<file path="src/core/mdsr_pkg.sv">
// Constants, register indices and types shared by the motor drive status readback bank
package mdsr_pkg;

  // ==========================================================================
  // Bus geometry
  localparam int unsigned AXI_AW  = 9;   // Highest index 0x7F times four fits
  localparam int unsigned AXI_DW  = 32;
  localparam int unsigned IDX_W   = 7;
  localparam int unsigned IDX_LSB = 2;   // Byte address is four times the index

  // ==========================================================================
  // Register indices, one aligned word each
  localparam logic [IDX_W-1:0] IDX_SPEED    = 7'h26;
  localparam logic [IDX_W-1:0] IDX_OFFS     = 7'h30;
  localparam logic [IDX_W-1:0] IDX_ENC      = 7'h34;
  localparam logic [IDX_W-1:0] IDX_EE_DATA  = 7'h39;
  localparam logic [IDX_W-1:0] IDX_EE_VER   = 7'h3A;
  localparam logic [IDX_W-1:0] IDX_EE_STAT  = 7'h3B;
  localparam logic [IDX_W-1:0] IDX_ANGLE    = 7'h3C;
  localparam logic [IDX_W-1:0] IDX_LOOP_REF = 7'h3E;
  localparam logic [IDX_W-1:0] IDX_LOOP_ERR = 7'h40;
  localparam logic [IDX_W-1:0] IDX_LOOP_OUT = 7'h42;
  localparam logic [IDX_W-1:0] IDX_SYS_CTRL = 7'h44;
  localparam logic [IDX_W-1:0] IDX_EE_CTRL  = 7'h45;
  localparam logic [IDX_W-1:0] IDX_PRODUCT  = 7'h7C;
  localparam logic [IDX_W-1:0] IDX_MAP_VER  = 7'h7D;
  localparam logic [IDX_W-1:0] IDX_REV      = 7'h7E;

  // ==========================================================================
  // Field widths and positions
  localparam int unsigned SAMPLE_W      = 12;
  localparam int unsigned HALF_W        = 16;
  localparam int unsigned BYTE_W        = 8;
  localparam int unsigned OFFS_W_LSB    = 12;  // W offset sits above V offset
  localparam int unsigned SYS_OFFS_EN   = 0;
  localparam int unsigned EE_STAT_BUSY  = 0;
  localparam int unsigned EE_STAT_VALID = 1;
  localparam int unsigned STRB_LANE0    = 0;

  // ==========================================================================
  // Responses and channel states
  localparam logic [1:0] RESP_OKAY   = 2'h0;
  localparam logic [1:0] RESP_SLVERR = 2'h2;

  typedef enum logic [1:0] {
    MDSR_IDLE = 2'b01,
    MDSR_BUSY = 2'b10
  } mdsr_chan_st_t;

endpackage : mdsr_pkg

</file>
<file path="src/core/mdsr_offset_apply.sv">
// Per-phase current feedback offset subtraction with registered outputs
`timescale 1ns/1ns
module mdsr_offset_apply
  import mdsr_pkg::*;
#(
  parameter int unsigned SW = SAMPLE_W
) (
  // Clock and reset
  input  wire logic          core_clk_i,
  input  wire logic          rst_b_i,
  // Control
  input  wire logic          offset_apply_enable_i,
  // Raw samples
  input  wire logic          sample_valid_i,
  input  wire logic [SW-1:0] v_raw_i,
  input  wire logic [SW-1:0] w_raw_i,
  // Stored offsets
  input  wire logic [SW-1:0] v_phase_offset_i,
  input  wire logic [SW-1:0] w_phase_offset_i,
  // Corrected samples
  output logic               corr_valid_o,
  output logic [SW-1:0]      v_corr_o,
  output logic [SW-1:0]      w_corr_o
);

  logic [1:0][SW-1:0] raw;
  logic [1:0][SW-1:0] ofs;
  logic [SW-1:0]      corr [2];  // Unpacked so each phase process owns its own word

  assign raw = {w_raw_i, v_raw_i};
  assign ofs = {w_phase_offset_i, v_phase_offset_i};
  assign v_corr_o = corr[0];
  assign w_corr_o = corr[1];

  // ==========================================================================
  // One subtractor per phase; wraps modulo the sample width
  genvar g;
  for (g = 0; g < 2; g++) begin : g_phase
    always_ff @(posedge core_clk_i or negedge rst_b_i) begin
      if (!rst_b_i) begin
        corr[g] <= '0;
      end else if (sample_valid_i) begin
        corr[g] <= offset_apply_enable_i ? SW'(raw[g] - ofs[g]) : raw[g];
      end
    end
  end

  // Valid follows the sample by one cycle
  always_ff @(posedge core_clk_i or negedge rst_b_i) begin
    if (!rst_b_i) begin
      corr_valid_o <= 1'b0;
    end else begin
      corr_valid_o <= sample_valid_i;
    end
  end
endmodule : mdsr_offset_apply

</file>
<file path="src/core/mdsr_status_bank.sv">
// AXI4-Lite readable status bank of the motor drive: speed, offsets, encoder, EEPROM and IDs
`timescale 1ns/1ns

module mdsr_status_bank
  import mdsr_pkg::*;
#(
  parameter logic [BYTE_W-1:0] PRODUCT_CODE   = 8'h5A,     // Arbitrary value
  parameter logic [BYTE_W-1:0] MAP_VERSION    = 8'h01,     // Arbitrary value
  parameter logic [HALF_W-1:0] LOGIC_REVISION = 16'h0100   // Arbitrary value, digits XX.XX
) (
  // Clock and reset
  input  wire logic                core_clk_i,
  input  wire logic                rst_b_i,
  // AXI4-Lite write address and data
  input  wire logic                awvalid_i,
  output logic                     awready_o,
  input  wire logic [AXI_AW-1:0]   awaddr_i,
  input  wire logic [2:0]          awprot_i,
  input  wire logic                wvalid_i,
  output logic                     wready_o,
  input  wire logic [AXI_DW-1:0]   wdata_i,
  input  wire logic [AXI_DW/8-1:0] wstrb_i,
  // AXI4-Lite write response
  output logic                     bvalid_o,
  input  wire logic                bready_i,
  output logic [1:0]               bresp_o,
  // AXI4-Lite read
  input  wire logic                arvalid_i,
  output logic                     arready_o,
  input  wire logic [AXI_AW-1:0]   araddr_i,
  input  wire logic [2:0]          arprot_i,
  output logic                     rvalid_o,
  input  wire logic                rready_i,
  output logic [AXI_DW-1:0]        rdata_o,
  output logic [1:0]               rresp_o,
  // Live values from the control core
  input  wire logic [HALF_W-1:0]   motor_speed_i,
  input  wire logic [AXI_DW-1:0]   encoder_count_wide_i,
  input  wire logic [HALF_W-1:0]   electrical_angle_i,
  input  wire logic [HALF_W-1:0]   speed_reference_i,
  input  wire logic [HALF_W-1:0]   speed_error_i,
  input  wire logic [HALF_W-1:0]   speed_loop_output_i,
  // Offset calculation result
  input  wire logic                offs_load_i,
  input  wire logic [SAMPLE_W-1:0] v_phase_offset_i,
  input  wire logic [SAMPLE_W-1:0] w_phase_offset_i,
  // Current feedback samples
  input  wire logic                sample_valid_i,
  input  wire logic [SAMPLE_W-1:0] v_raw_i,
  input  wire logic [SAMPLE_W-1:0] w_raw_i,
  output logic                     corr_valid_o,
  output logic [SAMPLE_W-1:0]      v_corr_o,
  output logic [SAMPLE_W-1:0]      w_corr_o,
  // EEPROM engine
  input  wire logic                eeprom_busy_flag_i,
  input  wire logic                ee_read_done_i,
  input  wire logic [BYTE_W-1:0]   ee_read_byte_i,
  input  wire logic [BYTE_W-1:0]   eeprom_version_readback_i,
  output logic                     eeprom_reset_field_o
);

  // ==========================================================================
  // Decode helpers
  function automatic logic [IDX_W-1:0] idx_of(input logic [AXI_AW-1:0] addr);
    idx_of = addr[IDX_LSB +: IDX_W];
  endfunction : idx_of

  function automatic logic idx_mapped(input logic [IDX_W-1:0] idx);
    case (idx)
      IDX_SPEED, IDX_OFFS, IDX_ENC, IDX_EE_DATA, IDX_EE_VER, IDX_EE_STAT,
      IDX_ANGLE, IDX_LOOP_REF, IDX_LOOP_ERR, IDX_LOOP_OUT, IDX_SYS_CTRL,
      IDX_EE_CTRL, IDX_PRODUCT, IDX_MAP_VER, IDX_REV: idx_mapped = 1'b1;
      default:                                        idx_mapped = 1'b0;
    endcase
  endfunction : idx_mapped

  // ==========================================================================
  // Stored state
  mdsr_chan_st_t       wr_st;
  mdsr_chan_st_t       rd_st;
  logic                offset_apply_enable;
  logic [SAMPLE_W-1:0] v_phase_offset;
  logic [SAMPLE_W-1:0] w_phase_offset;
  logic [BYTE_W-1:0]   eeprom_read_data;
  logic                ee_data_valid;
  logic [AXI_DW-1:0]   next_rdata;
  logic                wr_fire;
  logic [IDX_W-1:0]    wr_idx;
  logic [IDX_W-1:0]    rd_idx;

  assign wr_fire = awvalid_i && awready_o && wvalid_i && wready_o;
  assign wr_idx  = idx_of(awaddr_i);
  assign rd_idx  = idx_of(araddr_i);

  // ==========================================================================
  // Write channel: takes address and data together, then answers
  always_ff @(posedge core_clk_i or negedge rst_b_i) begin
    if (!rst_b_i) begin
      wr_st     <= MDSR_IDLE;
      awready_o <= 1'b0;
      wready_o  <= 1'b0;
      bvalid_o  <= 1'b0;
      bresp_o   <= RESP_OKAY;
    end else begin
      case (wr_st)
        MDSR_IDLE: begin
          if (wr_fire) begin
            awready_o <= 1'b0;
            wready_o  <= 1'b0;
            bvalid_o  <= 1'b1;
            bresp_o   <= idx_mapped(wr_idx) ? RESP_OKAY : RESP_SLVERR;
            wr_st     <= MDSR_BUSY;
          end else if (awvalid_i && wvalid_i) begin
            awready_o <= 1'b1;
            wready_o  <= 1'b1;
          end
        end
        MDSR_BUSY: begin
          if (bready_i) begin
            bvalid_o <= 1'b0;
            wr_st    <= MDSR_IDLE;
          end
        end
        default: begin
          awready_o <= 1'b0;
          wready_o  <= 1'b0;
          bvalid_o  <= 1'b0;
          wr_st     <= MDSR_IDLE;
        end
      endcase
    end
  end

  // ==========================================================================
  // Control words; status words ignore writes entirely
  always_ff @(posedge core_clk_i or negedge rst_b_i) begin
    if (!rst_b_i) begin
      offset_apply_enable  <= 1'b0;
      eeprom_reset_field_o <= 1'b0;
    end else begin
      if (wr_fire && wr_idx == IDX_SYS_CTRL && wstrb_i[STRB_LANE0]) begin
        offset_apply_enable <= wdata_i[SYS_OFFS_EN];
      end
      // Any write at all counts, whatever the strobes, to keep reset simple for software
      eeprom_reset_field_o <= wr_fire && wr_idx == IDX_EE_CTRL;
    end
  end

  // ==========================================================================
  // Offsets from the most recent calculation
  always_ff @(posedge core_clk_i or negedge rst_b_i) begin
    if (!rst_b_i) begin
      v_phase_offset <= '0;
      w_phase_offset <= '0;
    end else if (offs_load_i) begin
      v_phase_offset <= v_phase_offset_i;
      w_phase_offset <= w_phase_offset_i;
    end
  end

  // ==========================================================================
  // EEPROM read byte; a fresh read beats a same-cycle invalidation
  always_ff @(posedge core_clk_i or negedge rst_b_i) begin
    if (!rst_b_i) begin
      eeprom_read_data <= '0;
      ee_data_valid    <= 1'b0;
    end else if (ee_read_done_i) begin
      eeprom_read_data <= ee_read_byte_i;
      ee_data_valid    <= 1'b1;
    end else if (wr_fire && wr_idx == IDX_EE_CTRL) begin
      eeprom_read_data <= '0;
      ee_data_valid    <= 1'b0;
    end
  end

  // ==========================================================================
  // Read mux; narrow fields sit low and the rest reads zero
  always_comb begin
    next_rdata = '0;
    case (rd_idx)
      IDX_SPEED:    next_rdata[HALF_W-1:0] = motor_speed_i;
      IDX_OFFS: begin
        next_rdata[SAMPLE_W-1:0]                = v_phase_offset;
        next_rdata[OFFS_W_LSB +: SAMPLE_W]      = w_phase_offset;
      end
      IDX_ENC:      next_rdata                  = encoder_count_wide_i;
      IDX_EE_DATA:  next_rdata[BYTE_W-1:0]      = eeprom_read_data;
      IDX_EE_VER:   next_rdata[BYTE_W-1:0]      = eeprom_version_readback_i;
      IDX_EE_STAT: begin
        next_rdata[EE_STAT_BUSY]                = eeprom_busy_flag_i;
        next_rdata[EE_STAT_VALID]               = ee_data_valid;
      end
      IDX_ANGLE:    next_rdata[HALF_W-1:0]      = electrical_angle_i;
      IDX_LOOP_REF: next_rdata[HALF_W-1:0]      = speed_reference_i;
      IDX_LOOP_ERR: next_rdata[HALF_W-1:0]      = speed_error_i;
      IDX_LOOP_OUT: next_rdata[HALF_W-1:0]      = speed_loop_output_i;
      IDX_SYS_CTRL: next_rdata[SYS_OFFS_EN]     = offset_apply_enable;
      IDX_PRODUCT:  next_rdata[BYTE_W-1:0]      = PRODUCT_CODE;
      IDX_MAP_VER:  next_rdata[BYTE_W-1:0]      = MAP_VERSION;
      IDX_REV:      next_rdata[HALF_W-1:0]      = LOGIC_REVISION;
      default:      next_rdata                  = '0;
    endcase
  end

  // ==========================================================================
  // Read channel: one cycle of arready, data captured at the handshake
  always_ff @(posedge core_clk_i or negedge rst_b_i) begin
    if (!rst_b_i) begin
      rd_st     <= MDSR_IDLE;
      arready_o <= 1'b0;
      rvalid_o  <= 1'b0;
      rdata_o   <= '0;
      rresp_o   <= RESP_OKAY;
    end else begin
      case (rd_st)
        MDSR_IDLE: begin
          if (arvalid_i && arready_o) begin
            arready_o <= 1'b0;
            rvalid_o  <= 1'b1;
            rdata_o   <= next_rdata;
            rresp_o   <= idx_mapped(rd_idx) ? RESP_OKAY : RESP_SLVERR;
            rd_st     <= MDSR_BUSY;
          end else if (arvalid_i) begin
            arready_o <= 1'b1;
          end
        end
        MDSR_BUSY: begin
          if (rready_i) begin
            rvalid_o <= 1'b0;
            rd_st    <= MDSR_IDLE;
          end
        end
        default: begin
          arready_o <= 1'b0;
          rvalid_o  <= 1'b0;
          rd_st     <= MDSR_IDLE;
        end
      endcase
    end
  end

  // ==========================================================================
  // Current feedback correction
  mdsr_offset_apply #(
    .SW (SAMPLE_W)
  ) u_offset_apply (
    .core_clk_i            (core_clk_i),
    .rst_b_i               (rst_b_i),
    .offset_apply_enable_i (offset_apply_enable),
    .sample_valid_i        (sample_valid_i),
    .v_raw_i               (v_raw_i),
    .w_raw_i               (w_raw_i),
    .v_phase_offset_i      (v_phase_offset),
    .w_phase_offset_i      (w_phase_offset),
    .corr_valid_o          (corr_valid_o),
    .v_corr_o              (v_corr_o),
    .w_corr_o              (w_corr_o)
  );

  logic rd_take;
  assign rd_take = arvalid_i && arready_o;
endmodule : mdsr_status_bank

</file>
<file path="config.mk">
export PLATFORM = sky130hd
export DESIGN_NAME = mdsr_status_bank
export DESIGN_NICKNAME = d
export VERILOG_FILES = /design/src/core/mdsr_pkg.sv /design/src/core/mdsr_offset_apply.sv /design/src/core/mdsr_status_bank.sv
export SDC_FILE = /design/constraint.sdc
export NUM_CORES = 1
export LEC_CHECK = 0
export BUFFER_PORTS_ARGS = -buffer_cell sky130_fd_sc_hd__buf_2
export CORE_AREA = 2 2 126 116
export DETAILED_ROUTE_END_ITERATION = 7
export DIE_AREA = 0 0 128 118
export GPL_TIMING_DRIVEN = 0
export PLACE_DENSITY = 0.84
export SLEW_MARGIN = 40
export SYNTH_ARGS = -nofsm -noshare
export SYNTH_HDL_FRONTEND = slang
export SYNTH_HIERARCHICAL = 1
export SYNTH_SLANG_ARGS = --single-unit
</file>
<file path="constraint.sdc">
create_clock -name core_clk_i -period 3.4 [get_ports core_clk_i]
set_input_delay 0.34 -clock core_clk_i [delete_from_list [all_inputs] [get_ports core_clk_i]]
set_output_delay 0.34 -clock core_clk_i [all_outputs]
set_load 0.01 [all_outputs]
</file>
# Word level (Yosys, flattened, before mapping)
# Index checks and enable logic that the tools add are counted.
[totals]
reg_bits = 104
in_bits = 247
output_inout_bits = 67
elab_cells = 117
[op_classes]
add_sub_neg = 2
eq_ne = 40
mux = 38
n_bitwise = 2
n_reduce_logical = 17
[ops]
columns = ["op", "count"]
rows = [
  ["$eq A7 B6 Y1 const B", 16],
  ["$eq A7 B7 Y1 const B", 14],
  ["$pmux W8 S8", 1],
  ["$pmux W6 S10", 1],
  ["$reduce_or A15 Y1", 2],
  ["$mux W12", 2],
  ["$mux W8", 3],
  ["$sub A12 B12 Y12", 2],
  ["$mux W1", 16],
  ["$pmux W8 S2", 1],
  ["$mux W2", 6],
  ["$pmux W1 S12", 1],
  ["$reduce_and A2 Y1", 6],
  ["$pmux W1 S11", 1],
  ["$logic_and A1 B1 Y1", 8],
  ["$ne A2 B2 Y1 const B", 4],
  ["$pmux W1 S2", 4],
  ["$pmux W2 S2", 2],
  ["$ne A3 B3 Y1 const B", 2],
  ["$eq A2 B1 Y1 const B", 2],
  ["$eq A2 B2 Y1 const B", 2],
  ["$not A1 Y1", 2],
  ["$reduce_bool A2 Y1", 1],
]

# Logic depth before layout (Yosys ltp)
# Gate-level depths: netlist of run 1.
[logic_depth]
depth_word = 6
depth_mapped = 10

# Modules after synthesis
# The synthesis of run 1 kept the hierarchy.
[by_module_without_submodules]
columns = ["module", "n_inst", "cells_each", "area_per_inst_um2", "seq_area_each_um2"]
rows = [
  ["mdsr_status_bank", 1, 450, 4465.5, 1879.3],
  ["mdsr_offset_apply", 1, 284, 2307.2, 625.6],
]

# Worst setup path after synthesis of run 1
# Ideal clock, no wire load.
[synth_path]
kind = "in2reg"
startpoint = "input port v_raw_i[0]"
endpoint = "register u_offset_apply.corr (netlist bit u_offset_apply/v_corr_o[10])"
setup_time_ns = 0.143
arrival_time_ns = 1.924
required_time_ns = 3.257
setup_slack_ns = 1.334
path_stages = 10
path_buffers = 0
path_cell_list = "inv_1 > ha_1 > inv_1 > fa_1 > a21o_1 > a21oi_2 > o211ai_1 > a41oi_1 > xor2_1 > o221ai_1"
[synth_between]
elab_chain_len = 2
[synth_lines]
columns = ["item", "line", "rtl"]
rows = [
  ["from (decl)", "mdsr_status_bank.sv:49", "input wire logic [SAMPLE_W-1:0] v_raw_i,"],
  ["$sub A12 B12 Y12", "mdsr_offset_apply.sv:43", "corr[g] <= offset_apply_enable_i ? SW'(raw[g] - ofs[g]) : raw[g];"],
  ["$mux W12", "mdsr_offset_apply.sv:43", ""],
  ["to (signal, indexed assignment)", "mdsr_offset_apply.sv:43", ""],
  ["to (decl)", "mdsr_offset_apply.sv:28", "logic [SW-1:0] corr [2];"],
]
# No other way between the ends.
# A chain may end at the register's enable or synchronous reset.

# Worst setup path in the final report of run 1
[layout_path]
startpoint = "register v_phase_offset[0]"
endpoint = "register u_offset_apply.corr (netlist bit u_offset_apply/v_corr_o[10])"
[layout_between]
elab_chain_len = 2
[layout_lines]
columns = ["item", "line", "rtl"]
rows = [
  ["from (decl)", "mdsr_status_bank.sv:82", "logic [SAMPLE_W-1:0] v_phase_offset;"],
  ["from (signal assigned)", "mdsr_status_bank.sv:156", "v_phase_offset <= v_phase_offset_i;"],
  ["$sub A12 B12 Y12", "mdsr_offset_apply.sv:43", ""],
  ["$mux W12", "mdsr_offset_apply.sv:43", ""],
]
# No other way between the ends.

==> metrics.md, run 1 <==
| Metric | Value |
|---|---|
| Outcome | finished, final reports clean |
| Global routing usage on met3 | 7.55% |
| Die X-Extent | 128 microns |
| Nets@finish | 1,282 |
| Met1 usage | 41.1% |
| Synth top area share | 36.2% |
| DRT Pass-1 Iters | 8 |
| Synth Register Bits | 100 |
| Minimum clock period after layout | 2330 ps |
| DP Worst Slack | 956 ps |
| Ant diodes | 0 |
| Slew Limit Fails | 0 |
| Global-route wire length before repair | 35,500 microns |
| Met2 Use GR | 49.4% |
| Clock latency of the later-clocked register in the worst-skew pair | 350 ps |
| Post-route fraction of the period consumed by the critical path | 68.5% |
| Post-route clock skew | 16.8 ps |
| Maximum vdd drop | 0.405 mV |
| Static power due to leakage | 4.19 nW |
| Category of the worst setup path launch point | flip-flop |
| Worst EP arrival | 2530 ps |
| Max stage delay cell, worst path | sky130_fd_sc_hd__dfrtp_1 |
| Weighted congestion reported at the end of routability-driven placement | 0.994 |
| Vias/cell | 5.84 |
| Post-detailed-route DRC marker count | 0 |
| Top_reg_cell synth | sky130_fd_sc_hd__dfrtp_1 |
| Total I/O pin count | 314 |
| Count of cells along the worst hold path | 1 |
| Final design instance area without fill | 8670 sq um |
| Clock slew seen by the registers of the worst setup and hold paths | 70 ps |
| Detailed Route Iter0 Violations | 595 |
| Register-to-register setup slack | 1070 ps |
| Global-route total usage across every layer | 30.6% |
| Count of endpoints failing hold in the final timing report | 0 |
| Clock tree from TritonCTS | yes |
| Max Cap Viol | 0 |
| Cell count after placement | 1,171 |
| Final cell count without fillers | 1,188 |
| H-tree depth reported by CTS | 3 |
| Wirelength per Cell | 19.8 microns |
| Post-synth top cells | 98 x sky130_fd_sc_hd__dfrtp_1, 67 x sky130_fd_sc_hd__nand2_1, 66 x sky130_fd_sc_hd__nor2_1 |
| Library cell occupying the most area in the post-synthesis netlist | sky130_fd_sc_hd__dfrtp_1 |
| Buffers inserted during post-CTS setup optimization | 0 |
| Relative slew slack | 47.7% |
| Critical Path, Cell by Cell | ha_1, inv_1, fa_1, a21o_1, a21oi_2, o211ai_1, a41oi_1, xor2_1, o221ai_1 |
| Number of global-route vias before repair | 6,648 |
| End point of the most critical hold path | u_offset_apply/corr_valid_o$_DFF_PN0_ |
| Maximum number of pins on one net before global-route repair | 60 |
| Origin of the critical flop-to-flop path | v_phase_offset[0]$_DFFE_PN0P_ |
| CTS root buf | sky130_fd_sc_hd__clkbuf_16 |
| Area Overhead vs Synth | 28.0% |
| Proportion of register bits with asynchronous set or reset after synthesis | 100% |
| Proportion of layout cells with a drive suffix above 1 | 36.2% |
| Cell Pwr Density | 423 nW/um^2 |
| Initial Utilization | 49.3% |
| Post-DP HPWL | 18,700 microns |
| Layer carrying the most global-route usage | met2 |
| Core Box Area | 13,700 sq um |
| Type of element capturing the critical path | flip-flop |
| Mapped Cells | 734 |
| Ys Warns | 6 |
| Most used standard cell by instance count after synthesis | sky130_fd_sc_hd__dfrtp_1 |
| Number of antenna violations at the first check in global routing | 0 |
| Final sum of negative setup slack | 0 ps |
| Number of setup violations in the final report | 0 |
| Syn Std Cell Area | 6770 sq um |
| Die footprint | 15,100 sq um |
| Global-route congestion overflow total | 0 |
| Top post-synthesis cells by area | sky130_fd_sc_hd__dfrtp_1 36%, sky130_fd_sc_hd__mux2_2 5.2%, sky130_fd_sc_hd__ha_1 4.1% |
| Number of buffer cells added on primary ports | 263 |
| Cell depth of the worst flop-to-flop path | 9 |
| Highest Clock Rate | 0.429 GHz |
| Crit-path max cell delay | 410 ps |
| Cell row count | 41 |
| Instance area at placement | 8350 sq um |
| Slew of the pin with the lowest slew margin | 781 ps |
| Critical path class | flip-flop to flip-flop |
| Wire length reported by the detailed router | 23,500 microns |
| Type of the worst min-delay path | primary input to flip-flop |
| Post-synth EDFFs | 0 |
| RSZ-0062 raised after global routing | no |
| Avg Cell Area, Syn | 9.23 sq um |
| Overall die height | 118 microns |
| Startpoint of the lowest-slack hold path | sample_valid_i |
| Sequential area share after synthesis | 37.0% |
| Routed via count | 6,934 |
| Worst-path maximum fanout | 3 |
| Max Buffers Root-to-Sink | 2 |
| Antenna viol nets, final | 0 |
| Worst Path Required | 3600 ps |
| TritonCTS Buffers | 9 |
| Worst flop-to-flop path endpoint | u_offset_apply/v_corr_o[10]$_DFFE_PN0P_ |
| Synth cell types | 91 |
| Overall power after layout | 3.67 mW |
| Post-cts resize count | 0 |
| Setup ws final | 1070 ps |
| Count of clock tree sinks | 100 |
## worst max-delay path: cells and delay by family (launching register included)
kind                       cells  cell delay [ps]
AOI/OAI and AO/OA              5              970
xor gates and xnor gates       1              180
adders and majority gates      2              570
buffers and inverters          1               50
DFF                            1              410
## placed cells by master, fill, tap and decap left out, types with 9 or more instances in the layout
master / count
sky130_fd_sc_hd__clkbuf_1: 14
sky130_fd_sc_hd__buf_2: 276
sky130_fd_sc_hd__o21ai_1: 12
sky130_fd_sc_hd__dfrtp_1: 98
sky130_fd_sc_hd__nand3_1: 26
sky130_fd_sc_hd__nor3_1: 10
sky130_fd_sc_hd__nor2_1: 66
sky130_fd_sc_hd__inv_1: 38
sky130_fd_sc_hd__a21oi_1: 40
sky130_fd_sc_hd__xnor2_1: 9
sky130_fd_sc_hd__ha_1: 22
sky130_fd_sc_hd__a22oi_1: 16
sky130_fd_sc_hd__and3_1: 9
sky130_fd_sc_hd__mux2i_1: 23
sky130_fd_sc_hd__a31oi_1: 12
sky130_fd_sc_hd__buf_1: 10
sky130_fd_sc_hd__nand2_1: 67
sky130_fd_sc_hd__mux2_2: 31
sky130_fd_sc_hd__o21ai_0: 18
sky130_fd_sc_hd__a22o_1: 10
sky130_fd_sc_hd__a221oi_1: 12
sky130_fd_sc_hd__nand2b_1: 13
sky130_fd_sc_hd__clkbuf_16: 9
sky130_fd_sc_hd__nor2b_1: 9
## registers in the layout (all words and copies together) (netlist names), 2 cells and up
register                 cells
rd_st                        2
w_phase_offset              12
u_offset_apply/v_corr_o     12
rdata_o                     32
v_phase_offset              12
eeprom_read_data             8
u_offset_apply/w_corr_o     12
## power by group
group          switching [mW]  internal [mW]
logic                   0.645          0.495
registers               0.117           1.36
clock network           0.459          0.594
total                    1.22           2.45
## worst max-delay path by stage
stage | start | to | slack [ps] | cells after the start
floorplan | v_raw_i[0] | u_offset_apply/v_corr_o[10]$_DFFE_PN0P_ | 1330 | 10
global placement | araddr_i[2] | rdata_o[1]$_DFFE_PN0P_ | 760 | 8
detailed placement | araddr_i[3] | rdata_o[0]$_DFFE_PN0P_ | 960 | 7
CTS | v_phase_offset[0]$_DFFE_PN0P_ | u_offset_apply/v_corr_o[10]$_DFFE_PN0P_ | 1090 | 9
global route | v_phase_offset[0]$_DFFE_PN0P_ | u_offset_apply/v_corr_o[10]$_DFFE_PN0P_ | 900 | 9
finish | v_phase_offset[0]$_DFFE_PN0P_ | u_offset_apply/v_corr_o[10]$_DFFE_PN0P_ | 1070 | 9
## final cells by class
type / count / area, sq um
Sequential cell: 100 / 2500
Fill cell: 1179 / 5080
Multi-Input combinational cell: 547 / 3870
Buffer: 50 / 274
Timing Repair Buffer: 265 / 1360
Clock inverter: 5 / 60.1
Tap cell: 172 / 215
Clock buffer: 11 / 243
Inverter: 38 / 143
## metrics by stage
stage               hold slack (ps)  utilization, %
floorplan                      44.4               -
global placement                443            60.4
detailed placement              256            60.8
CTS                             101            63.0
global route                    109            63.1
finish                          112            63.1
## kinds of logic (layout without fill, tap and decap cells)
| group | Yosys count | in the layout | share of synthesized area [%] |
|---|---|---|---|
| AND/OR/NAND/NOR | 251 | 251 | 20.1 |
| multiplexers | 55 | 55 | 8.72 |
| adder cells (fa/ha/maj) | 24 | 24 | 4.66 |
| XOR/XNOR | 14 | 14 | 1.81 |
| AO/OA/AOI/OAI | 201 | 201 | 21.5 |
| buffers and inverters | 88 | 369 | 6.15 |
| flip-flops | 100 | 100 | 37.0 |
| other | 1 | 2 | 0.0554 |
## what timing repair did
item / in CTS / in global routing
endpoints found under the hold margin: 40 / 0
setup endpoints to repair: 0 / 0
hold buffers: 1 / 0
## routing by layer
metal | wire [microns] | up-vias
li1 | - | 3256
met4 | 505 | 0
met1 | 9700 | 3267
met2 | 10900 | 374
met3 | 2340 | 37
met5 | 0 | -
Power figures use the tool's default switching activity.
==> run 2, diff against run 1 <==
--- a/config.mk
+++ b/config.mk
@@ -6,11 +6,11 @@
 export NUM_CORES = 1
 export LEC_CHECK = 0
 export BUFFER_PORTS_ARGS = -buffer_cell sky130_fd_sc_hd__buf_2
-export CORE_AREA = 2 2 126 116
+export CORE_AREA = 2 2 136 125
 export DETAILED_ROUTE_END_ITERATION = 7
-export DIE_AREA = 0 0 128 118
+export DIE_AREA = 0 0 138 127
 export GPL_TIMING_DRIVEN = 0
-export PLACE_DENSITY = 0.84
+export PLACE_DENSITY = 0.76
 export SLEW_MARGIN = 40
 export SYNTH_ARGS = -nofsm -noshare
 export SYNTH_HDL_FRONTEND = slang
==> constraint.sdc (replaced) <==
create_clock -name core_clk_i -period 2.05 [get_ports core_clk_i]
set_input_delay 0.205 -clock core_clk_i [delete_from_list [all_inputs] [get_ports core_clk_i]]
set_output_delay 0.205 -clock core_clk_i [all_outputs]
set_load 0.01 [all_outputs]
==> run 2 against run 1 <==
The flow now finishes with violations (design-rule violations). Global-route usage shrank 3.0 points. Clock power rose by 58%. Worst hold slack lost 56 ps. Sequential share of layout area down 0.93 points. Die area up 16%. Largest power group unchanged. Highest routed layer is now met5.
==> metrics.md, run 2 (synthesis gave the netlist of run 1 again) <==
| Metric | Value |
|---|---|
| Clock latency of the later-clocked register in the worst-skew pair | 360 ps (was 350 ps) |
| Register-to-register setup slack | 9 ps (was 1070 ps) |
| Post-DP HPWL | 19,400 microns (was 18,700 microns) |
| Count of clock tree sinks | 100 (unchanged) |
| Number of buffer cells added on primary ports | 263 (unchanged) |
| Worst Path Required | 2260 ps (was 3600 ps) |
| Number of flip-flops under the largest register name | 32 (unchanged) |
| Number of antenna violations at the first check in global routing | 1 (was 0) |
| DRT Pass-1 Iters | 8 (unchanged) |
| Total area of multi-input combinational cells | 3990 sq um (was 3870 sq um) |
| Routed via count | 7,076 (was 6,934) |
| Clock tree from TritonCTS | yes (unchanged) |
| Weighted congestion reported at the end of routability-driven placement | 0.968 (was 0.994) |
| Total I/O pin count | 314 (unchanged) |
| Detailed Route Iter0 Violations | 581 (was 595) |
| Worst flop-to-flop path endpoint | u_offset_apply/v_corr_o[10]$_DFFE_PN0P_ (unchanged) |
| Maximum number of pins on one net before global-route repair | 70 (was 60) |
| Initial Utilization | 42.4% (was 49.3%) |
| Number of setup violations in the final report | 0 (unchanged) |
| RSZ-0062 raised after global routing | yes (was no) |
| Critical Path Source | v_phase_offset[0]$_DFFE_PN0P_ (unchanged) |
| Global-route wire length before repair | 37,600 microns (was 35,500 microns) |
| Relative slew slack | 48.7% (was 47.7%) |
| Slew of the pin with the lowest slew margin | 764 ps (was 781 ps) |
| Failing checks | design-rule violations |
| Max Cap Viol | 0 (unchanged) |
| Count of endpoints failing hold in the final timing report | 0 (unchanged) |
| Nets@finish | 1,300 (was 1,282) |
| Max Buffers Root-to-Sink | 2 (unchanged) |
| Critical path class | flip-flop to flip-flop (unchanged) |
| Core Box Area | 16,000 sq um (was 13,700 sq um) |
| Global-route total usage across every layer | 27.6% (was 30.6%) |
| Largest Register | rdata_o (unchanged) |
| Worst EP arrival | 2250 ps (was 2530 ps) |
| Type of element capturing the critical path | flip-flop (unchanged) |
| TritonCTS Buffers | 9 (unchanged) |
| Worst-path maximum fanout | 3 (unchanged) |
| Most common cell after layout, fill and taps aside | sky130_fd_sc_hd__buf_2 (unchanged) |
| Origin of the critical flop-to-flop path | v_phase_offset[0]$_DFFE_PN0P_ (unchanged) |
| Wire length reported by the detailed router | 24,900 microns (was 23,500 microns) |
| CTS root buf | sky130_fd_sc_hd__clkbuf_16 (unchanged) |
| Die X-Extent | 138 microns (was 128 microns) |
| Post-route fraction of the period consumed by the critical path | 99.6% (was 68.5%) |
| Commonest non-fill, non-tap cells in the layout | 275 x sky130_fd_sc_hd__buf_2, 97 x sky130_fd_sc_hd__dfrtp_1, 67 x sky130_fd_sc_hd__nand2_1 (was 276 x sky130_fd_sc_hd__buf_2, 98 x sky130_fd_sc_hd__dfrtp_1, 67 x sky130_fd_sc_hd__nand2_1) |
| Cell row count | 44 (was 41) |
| Overall die height | 127 microns (was 118 microns) |
| Vias/cell | 5.70 (was 5.84) |
| H-tree depth reported by CTS | 3 (unchanged) |
| Final Hold Slack | 56.0 ps (was 112 ps) |
| Minimum clock period after layout | 2040 ps (was 2330 ps) |
| Static power due to leakage | 4.26 nW (was 4.19 nW) |
| Global-route congestion overflow total | 0 (unchanged) |
| Slew Limit Fails | 0 (unchanged) |
| Area Overhead vs Synth | 32.4% (was 28.0%) |
| Fillers | 1,473 (was 1,179) |
| Type of the worst min-delay path | primary input to flip-flop (unchanged) |
| Outcome | finished with violations (was finished, final reports clean) |
| Cell depth of the worst flop-to-flop path | 9 (unchanged) |
| Category of the worst setup path launch point | flip-flop (unchanged) |
| Proportion of layout cells with a drive suffix above 1 | 39.6% (was 36.2%) |
| Clock slew seen by the registers of the worst setup and hold paths | 70 ps (about the same) |
| Overall power after layout | 6.18 mW (was 3.67 mW) |
| Setup crit end | u_offset_apply/v_corr_o[10]$_DFFE_PN0P_ (unchanged) |
| Wirelength per Cell | 20.1 microns (was 19.8 microns) |
| Highest Clock Rate | 0.490 GHz (was 0.429 GHz) |
| Die footprint | 17,500 sq um (was 15,100 sq um) |
| Antenna viol nets, final | 0 (unchanged) |
| Number of global-route vias before repair | 6,779 (was 6,648) |
| Maximum vdd drop | 0.522 mV (was 0.405 mV) |
| Cell Pwr Density | 689 nW/um^2 (was 423 nW/um^2) |
| Area of all sequential standard cells | 2510 sq um (was 2500 sq um) |
| Post-route clock skew | 8.79 ps (was 16.8 ps) |
| Post-detailed-route DRC marker count | 2 (was 0) |
| Ant diodes | 0 (unchanged) |
-- run 2: cell count changes in the layout (fill, tap and decap cells not counted), moves of 4 or more --
cell	change
sky130_fd_sc_hd__ha_2	+4
sky130_fd_sc_hd__ha_1	-9
sky130_fd_sc_hd__a21oi_1	-4
sky130_fd_sc_hd__buf_4	+18
sky130_fd_sc_hd__ha_4	+5
-- run 2: through the flow --
stage                     cells  TNS (ps)  setup WS [ps]  utilization, %  area (sq um)
after floorplan             735         0           4.39               -          6780
after global placement     1205    -35150           -394            52.3          8350
after detailed placement   1206     -2380           -322            52.6          8390
after CTS                  1233         0           1.10            54.9          8770
after global routing       1241      -484          -92.3            56.2          8960
final                      1241         0           8.92            56.2          8960
-- run 2: how the worst min path moves through the flow --
stage                        startpoint                                    end  slack, ps  depth (start not counted)
2_1_floorplan                   rst_b_i                  arready_o$_DFFE_PN0P_        -90                          0
3_3_place_gp             sample_valid_i  u_offset_apply/corr_valid_o$_DFF_PN0_        320                          1
3_5_place_dp                    rst_b_i                rdata_o[19]$_DFFE_PN0P_         80                          1
4_1_cts               ee_read_byte_i[6]        eeprom_read_data[6]$_DFFE_PN0P_         40                          3
5_1_grt        encoder_count_wide_i[27]                rdata_o[27]$_DFFE_PN0P_         60                          3
6_report              ee_read_byte_i[6]        eeprom_read_data[6]$_DFFE_PN0P_         60                          3
-- run 2: layer usage --
metal  share of wire [%]  track usage, %
met1                  43            36.0
met2                  45            43.1
met3                 9.3            8.77
met4                 3.2            10.7
met5               0.064               0
-- run 2: timing repair --
| action | CTS | global route |
|---|---|---|
| setup buffers | 9 | 9 |
| hold buffers | 2 | 0 |
| endpoints found under the setup margin | 7 | 15 |
| hold endpoints to repair | 32 | 0 |
| cloned | 0 | 0 |
| gates resized for setup | 3 | 26 |
| pin swaps | 8 | 20 |
-- run 2: report_power, final --
| group | total (mW) | internal (mW) | switching (mW) | leakage (nW) |
|---|---|---|---|---|
| Clock | 1.66 | 0.843 | 0.821 | 0.135 |
| Combinational | 2.07 | 0.930 | 1.14 | 2.90 |
| Sequential | 2.44 | 2.25 | 0.189 | 1.22 |
-- run 2: worst max-delay path, cell delays in order, from the launching register on --
cell and delay, ps:
sky130_fd_sc_hd__dfrtp_1 360, sky130_fd_sc_hd__ha_1 160, sky130_fd_sc_hd__inv_1 50, sky130_fd_sc_hd__fa_2 350
sky130_fd_sc_hd__a21o_1 200, sky130_fd_sc_hd__a21oi_4 160, sky130_fd_sc_hd__o211ai_1 160, sky130_fd_sc_hd__a41oi_2 180
sky130_fd_sc_hd__xor2_1 170, sky130_fd_sc_hd__o221ai_1 110
-- run 2: final cells by class --
cell class | count | area share [%]
tap | 207 | 2.89
buffer | 49 | 3.07
clock inverter | 7 | 0.642
timing repair buffer | 284 | 16.8
multi-input combinational | 547 | 44.5
clock buffer | 9 | 2.51
sequential | 100 | 28.0
inverter | 38 | 1.59
==> run 3, diff against run 2 <==
--- a/config.mk
+++ b/config.mk
@@ -6,11 +6,13 @@
 export NUM_CORES = 1
 export LEC_CHECK = 0
 export BUFFER_PORTS_ARGS = -buffer_cell sky130_fd_sc_hd__buf_2
-export CORE_AREA = 2 2 136 125
+export CELL_PAD_IN_SITES_DETAIL_PLACEMENT = 1
+export CELL_PAD_IN_SITES_GLOBAL_PLACEMENT = 2
+export CORE_AREA = 2 2 181 165
 export DETAILED_ROUTE_END_ITERATION = 7
-export DIE_AREA = 0 0 138 127
+export DIE_AREA = 0 0 183 167
 export GPL_TIMING_DRIVEN = 0
-export PLACE_DENSITY = 0.76
+export PLACE_DENSITY_LB_ADDON = 0.1
 export SLEW_MARGIN = 40
 export SYNTH_ARGS = -nofsm -noshare
 export SYNTH_HDL_FRONTEND = slang
==> run 3 against run 2 <==
The flow finishes with violations (negative setup slack). Via count fell by 3.5%. Critical endpoint is now u_offset_apply/w_corr_o[6]$_DFFE_PN0P_. Clock skew grew 2.8 ps. Largest cell class unchanged. Highest routed layer unchanged. Final cell count increased by 13%.
==> metrics.md, run 3 (synthesis gave the netlist of run 1 again) <==
| Metric | Value |
|---|---|
| Critical Path, Cell by Cell | ha_4, inv_2, fa_2, a21o_1, a21oi_4, o211ai_1, xor2_1, mux2i_1, a21oi_1 (was ha_1, inv_1, fa_2, a21o_1, a21oi_4, o211ai_1, a41oi_2, xor2_1, o221ai_1) |
| Global-route congestion overflow total | 0 (unchanged) |
| Highest Clock Rate | 0.471 GHz (was 0.490 GHz) |
| Initial Utilization | 23.6% (was 42.4%) |
| Vias/cell | 4.86 (was 5.70) |
| Number of flip-flops under the largest register name | 32 (unchanged) |
| Worst-path maximum fanout | 4 (was 3) |
| RSZ-0062 raised after global routing | yes (unchanged) |
| Global-route total usage across every layer | 19.9% (was 27.6%) |
| Post-route fraction of the period consumed by the critical path | 104% (was 99.6%) |
| Category of the worst setup path launch point | flip-flop (unchanged) |
| Weighted congestion reported at the end of routability-driven placement | 0.860 (was 0.968) |
| Slew of the pin with the lowest slew margin | 784 ps (was 764 ps) |
| Number of antenna violations at the first check in global routing | 8 (was 1) |
| Antenna viol nets, final | 0 (unchanged) |
| Worst EP arrival | 2370 ps (was 2250 ps) |
| Setup ws final | -73.5 ps (was 8.92 ps) |
| Detailed Route Iter0 Violations | 321 (was 581) |
| Global-route wire length before repair | 45,400 microns (was 37,600 microns) |
| H-tree depth reported by CTS | 3 (unchanged) |
| Clock latency of the later-clocked register in the worst-skew pair | 370 ps (was 360 ps) |
| Total I/O pin count | 314 (unchanged) |
| Outcome | finished with violations (unchanged) |
| Proportion of layout cells with a drive suffix above 1 | 41.4% (was 39.6%) |
| Overall die height | 167 microns (was 127 microns) |
| Post-route clock skew | 11.6 ps (was 8.79 ps) |
| Wirelength per Cell | 21.8 microns (was 20.1 microns) |
| Count of endpoints failing hold in the final timing report | 0 (unchanged) |
| Core Box Area | 28,600 sq um (was 16,000 sq um) |
| Count of buffering cells on the critical path with inverters included | 1 (unchanged) |
| Final cell count without fillers | 1,404 (was 1,241) |
| Minimum clock period after layout | 2120 ps (was 2040 ps) |
| Routed via count | 6,830 (was 7,076) |
| Number of buffer cells added on primary ports | 263 (unchanged) |
| Post-detailed-route DRC marker count | 0 (was 2) |
| Overall power after layout | 6.37 mW (was 6.18 mW) |
| Largest Register | rdata_o (unchanged) |
| Clock tree from TritonCTS | yes (unchanged) |
| DRT Pass-1 Iters | 5 (was 8) |
| Maximum vdd drop | 0.397 mV (was 0.522 mV) |
| Number of global-route vias before repair | 7,068 (was 6,779) |
| Die footprint | 30,600 sq um (was 17,500 sq um) |
| Category of cells accounting for the largest share of critical-path delay | compound AO/OA/AOI/OAI gates (unchanged) |
| Clock slew seen by the registers of the worst setup and hold paths | 80 ps (was 70 ps) |
| Failing checks | negative setup slack (was design-rule violations) |
| Max Buffers Root-to-Sink | 2 (unchanged) |
| Worst Path Required | 2290 ps (was 2260 ps) |
| Wire length reported by the detailed router | 30,600 microns (was 24,900 microns) |
| CTS root buf | sky130_fd_sc_hd__clkbuf_16 (unchanged) |
| Count of clock tree sinks | 100 (unchanged) |
| Die X-Extent | 183 microns (was 138 microns) |
| Max Cap Viol | 0 (unchanged) |
| Cell Pwr Density | 687 nW/um^2 (was 689 nW/um^2) |
| Number of setup violations in the final report | 3 (was 0) |
| Area Overhead vs Synth | 36.9% (was 32.4%) |
| Nets@finish | 1,300 (unchanged) |
| Commonest non-fill, non-tap cells in the layout | 273 x sky130_fd_sc_hd__buf_2, 97 x sky130_fd_sc_hd__dfrtp_1, 66 x sky130_fd_sc_hd__nand2_1 (was 275 x sky130_fd_sc_hd__buf_2, 97 x sky130_fd_sc_hd__dfrtp_1, 67 x sky130_fd_sc_hd__nand2_1) |
| Cell row count | 59 (was 44) |
| Maximum number of pins on one net before global-route repair | 59 (was 70) |
| Type of element capturing the critical path | flip-flop (unchanged) |
| Type of the worst min-delay path | primary input to flip-flop (unchanged) |
| TritonCTS Buffers | 9 (unchanged) |
| Most common cell after layout, fill and taps aside | sky130_fd_sc_hd__buf_2 (unchanged) |
| Post-DP HPWL | 24,500 microns (was 19,400 microns) |
| Cell count after placement | 1,365 (was 1,206) |
| Critical path class | flip-flop to flip-flop (unchanged) |
| Crit-path max cell delay | 390 ps (was 360 ps) |
| Slew Limit Fails | 0 (unchanged) |
| Static power due to leakage | 4.29 nW (was 4.26 nW) |
| Max stage delay cell, worst path | sky130_fd_sc_hd__dfrtp_1 (unchanged) |
| Relative slew slack | 47.5% (was 48.7%) |
[run 3: cell types whose count changed in the layout (fill, tap and decap cells not counted), sizes merged]
cell    before  now
clkinv       1    2
clkbuf      22   30
inv         42   39
diode        0    4
bufinv       0    1
buf        318  311
[run 3: layer usage]
metal	global-route usage, %	wire length, microns	vias up
met5	0	54	-
met4	3.69	276	8
met3	4.72	2040	21
met2	30.9	13500	193
met1	28.2	14700	3315
li1	-	-	3293
[run 3: per-stage QoR]
| step | cell area (sq um) | setup slack [ps] | util [%] | hold slack (ps) | TNS [ps] |
|---|---|---|---|---|---|
| 4_1_cts | 9010 | -119 | 31.5 | 38.5 | -184 |
| 2_1_floorplan | 6780 | 4.39 | - | -90.6 | 0 |
| 3_5_place_dp | 8590 | -542 | 30.0 | 143 | -6050 |
| 3_3_place_gp | 8550 | -744 | 29.9 | 325 | -77800 |
| 5_1_grt | 9270 | -214 | 32.4 | 57.6 | -845 |
| 6_report | 9270 | -73.5 | 32.4 | 53.9 | -193 |
[run 3: path summary, 6_finish.rpt]
path                       slack [ps]  depth (start not counted)                                     end                          start
hold / removal                     50                          3         eeprom_read_data[0]$_DFFE_PN0P_              ee_read_byte_i[0]
setup reg to reg                  -70                          9  u_offset_apply/w_corr_o[6]$_DFFE_PN0P_  w_phase_offset[0]$_DFFE_PN0P_
hold reg to reg                   470                          2                 rdata_o[28]$_DFFE_PN0P_        rdata_o[28]$_DFFE_PN0P_
setup / recovery                  -70                          9  u_offset_apply/w_corr_o[6]$_DFFE_PN0P_  w_phase_offset[0]$_DFFE_PN0P_
max in group asynchronous        1010                          3                    wr_st[0]$_DFFE_PN1P_                        rst_b_i
min in group asynchronous         330                          2                   arready_o$_DFFE_PN0P_                        rst_b_i
[run 3: final cells by class]
type	count	area, sq um
fill	3411	19400
multi-input combinational	547	4060
sequential	100	2510
timing repair buffer	285	1520
tap	366	458
buffer	48	285
clock buffer	10	229
inverter	38	143
clock inverter	6	63.8
antenna	4	10.0
[run 3: worst register-to-register path, cell delays in order (launching register included)]
cell and delay, ps:
sky130_fd_sc_hd__dfrtp_1 390, sky130_fd_sc_hd__ha_4 150, sky130_fd_sc_hd__inv_2 30, sky130_fd_sc_hd__fa_2 330, sky130_fd_sc_hd__a21o_1 200, sky130_fd_sc_hd__a21oi_4 200
sky130_fd_sc_hd__o211ai_1 150, sky130_fd_sc_hd__xor2_1 160, sky130_fd_sc_hd__mux2i_1 270, sky130_fd_sc_hd__a21oi_1 120
[run 3: power breakdown]
part | internal, mW | switching [mW]
Combinational | 0.939 | 1.19
Sequential | 2.25 | 0.188
Clock | 0.950 | 0.855
Total | 4.14 | 2.23
[run 3: what timing repair did]
item / 4_1_cts / 5_1_grt
buffers inserted: 7 / 12
pin swaps: 9 / 22
hold buffers: 2 / 0
cloned: 0 / 0
setup endpoints to repair: 26 / 26
hold endpoints to repair: 42 / 0
resized for setup: 13 / 42
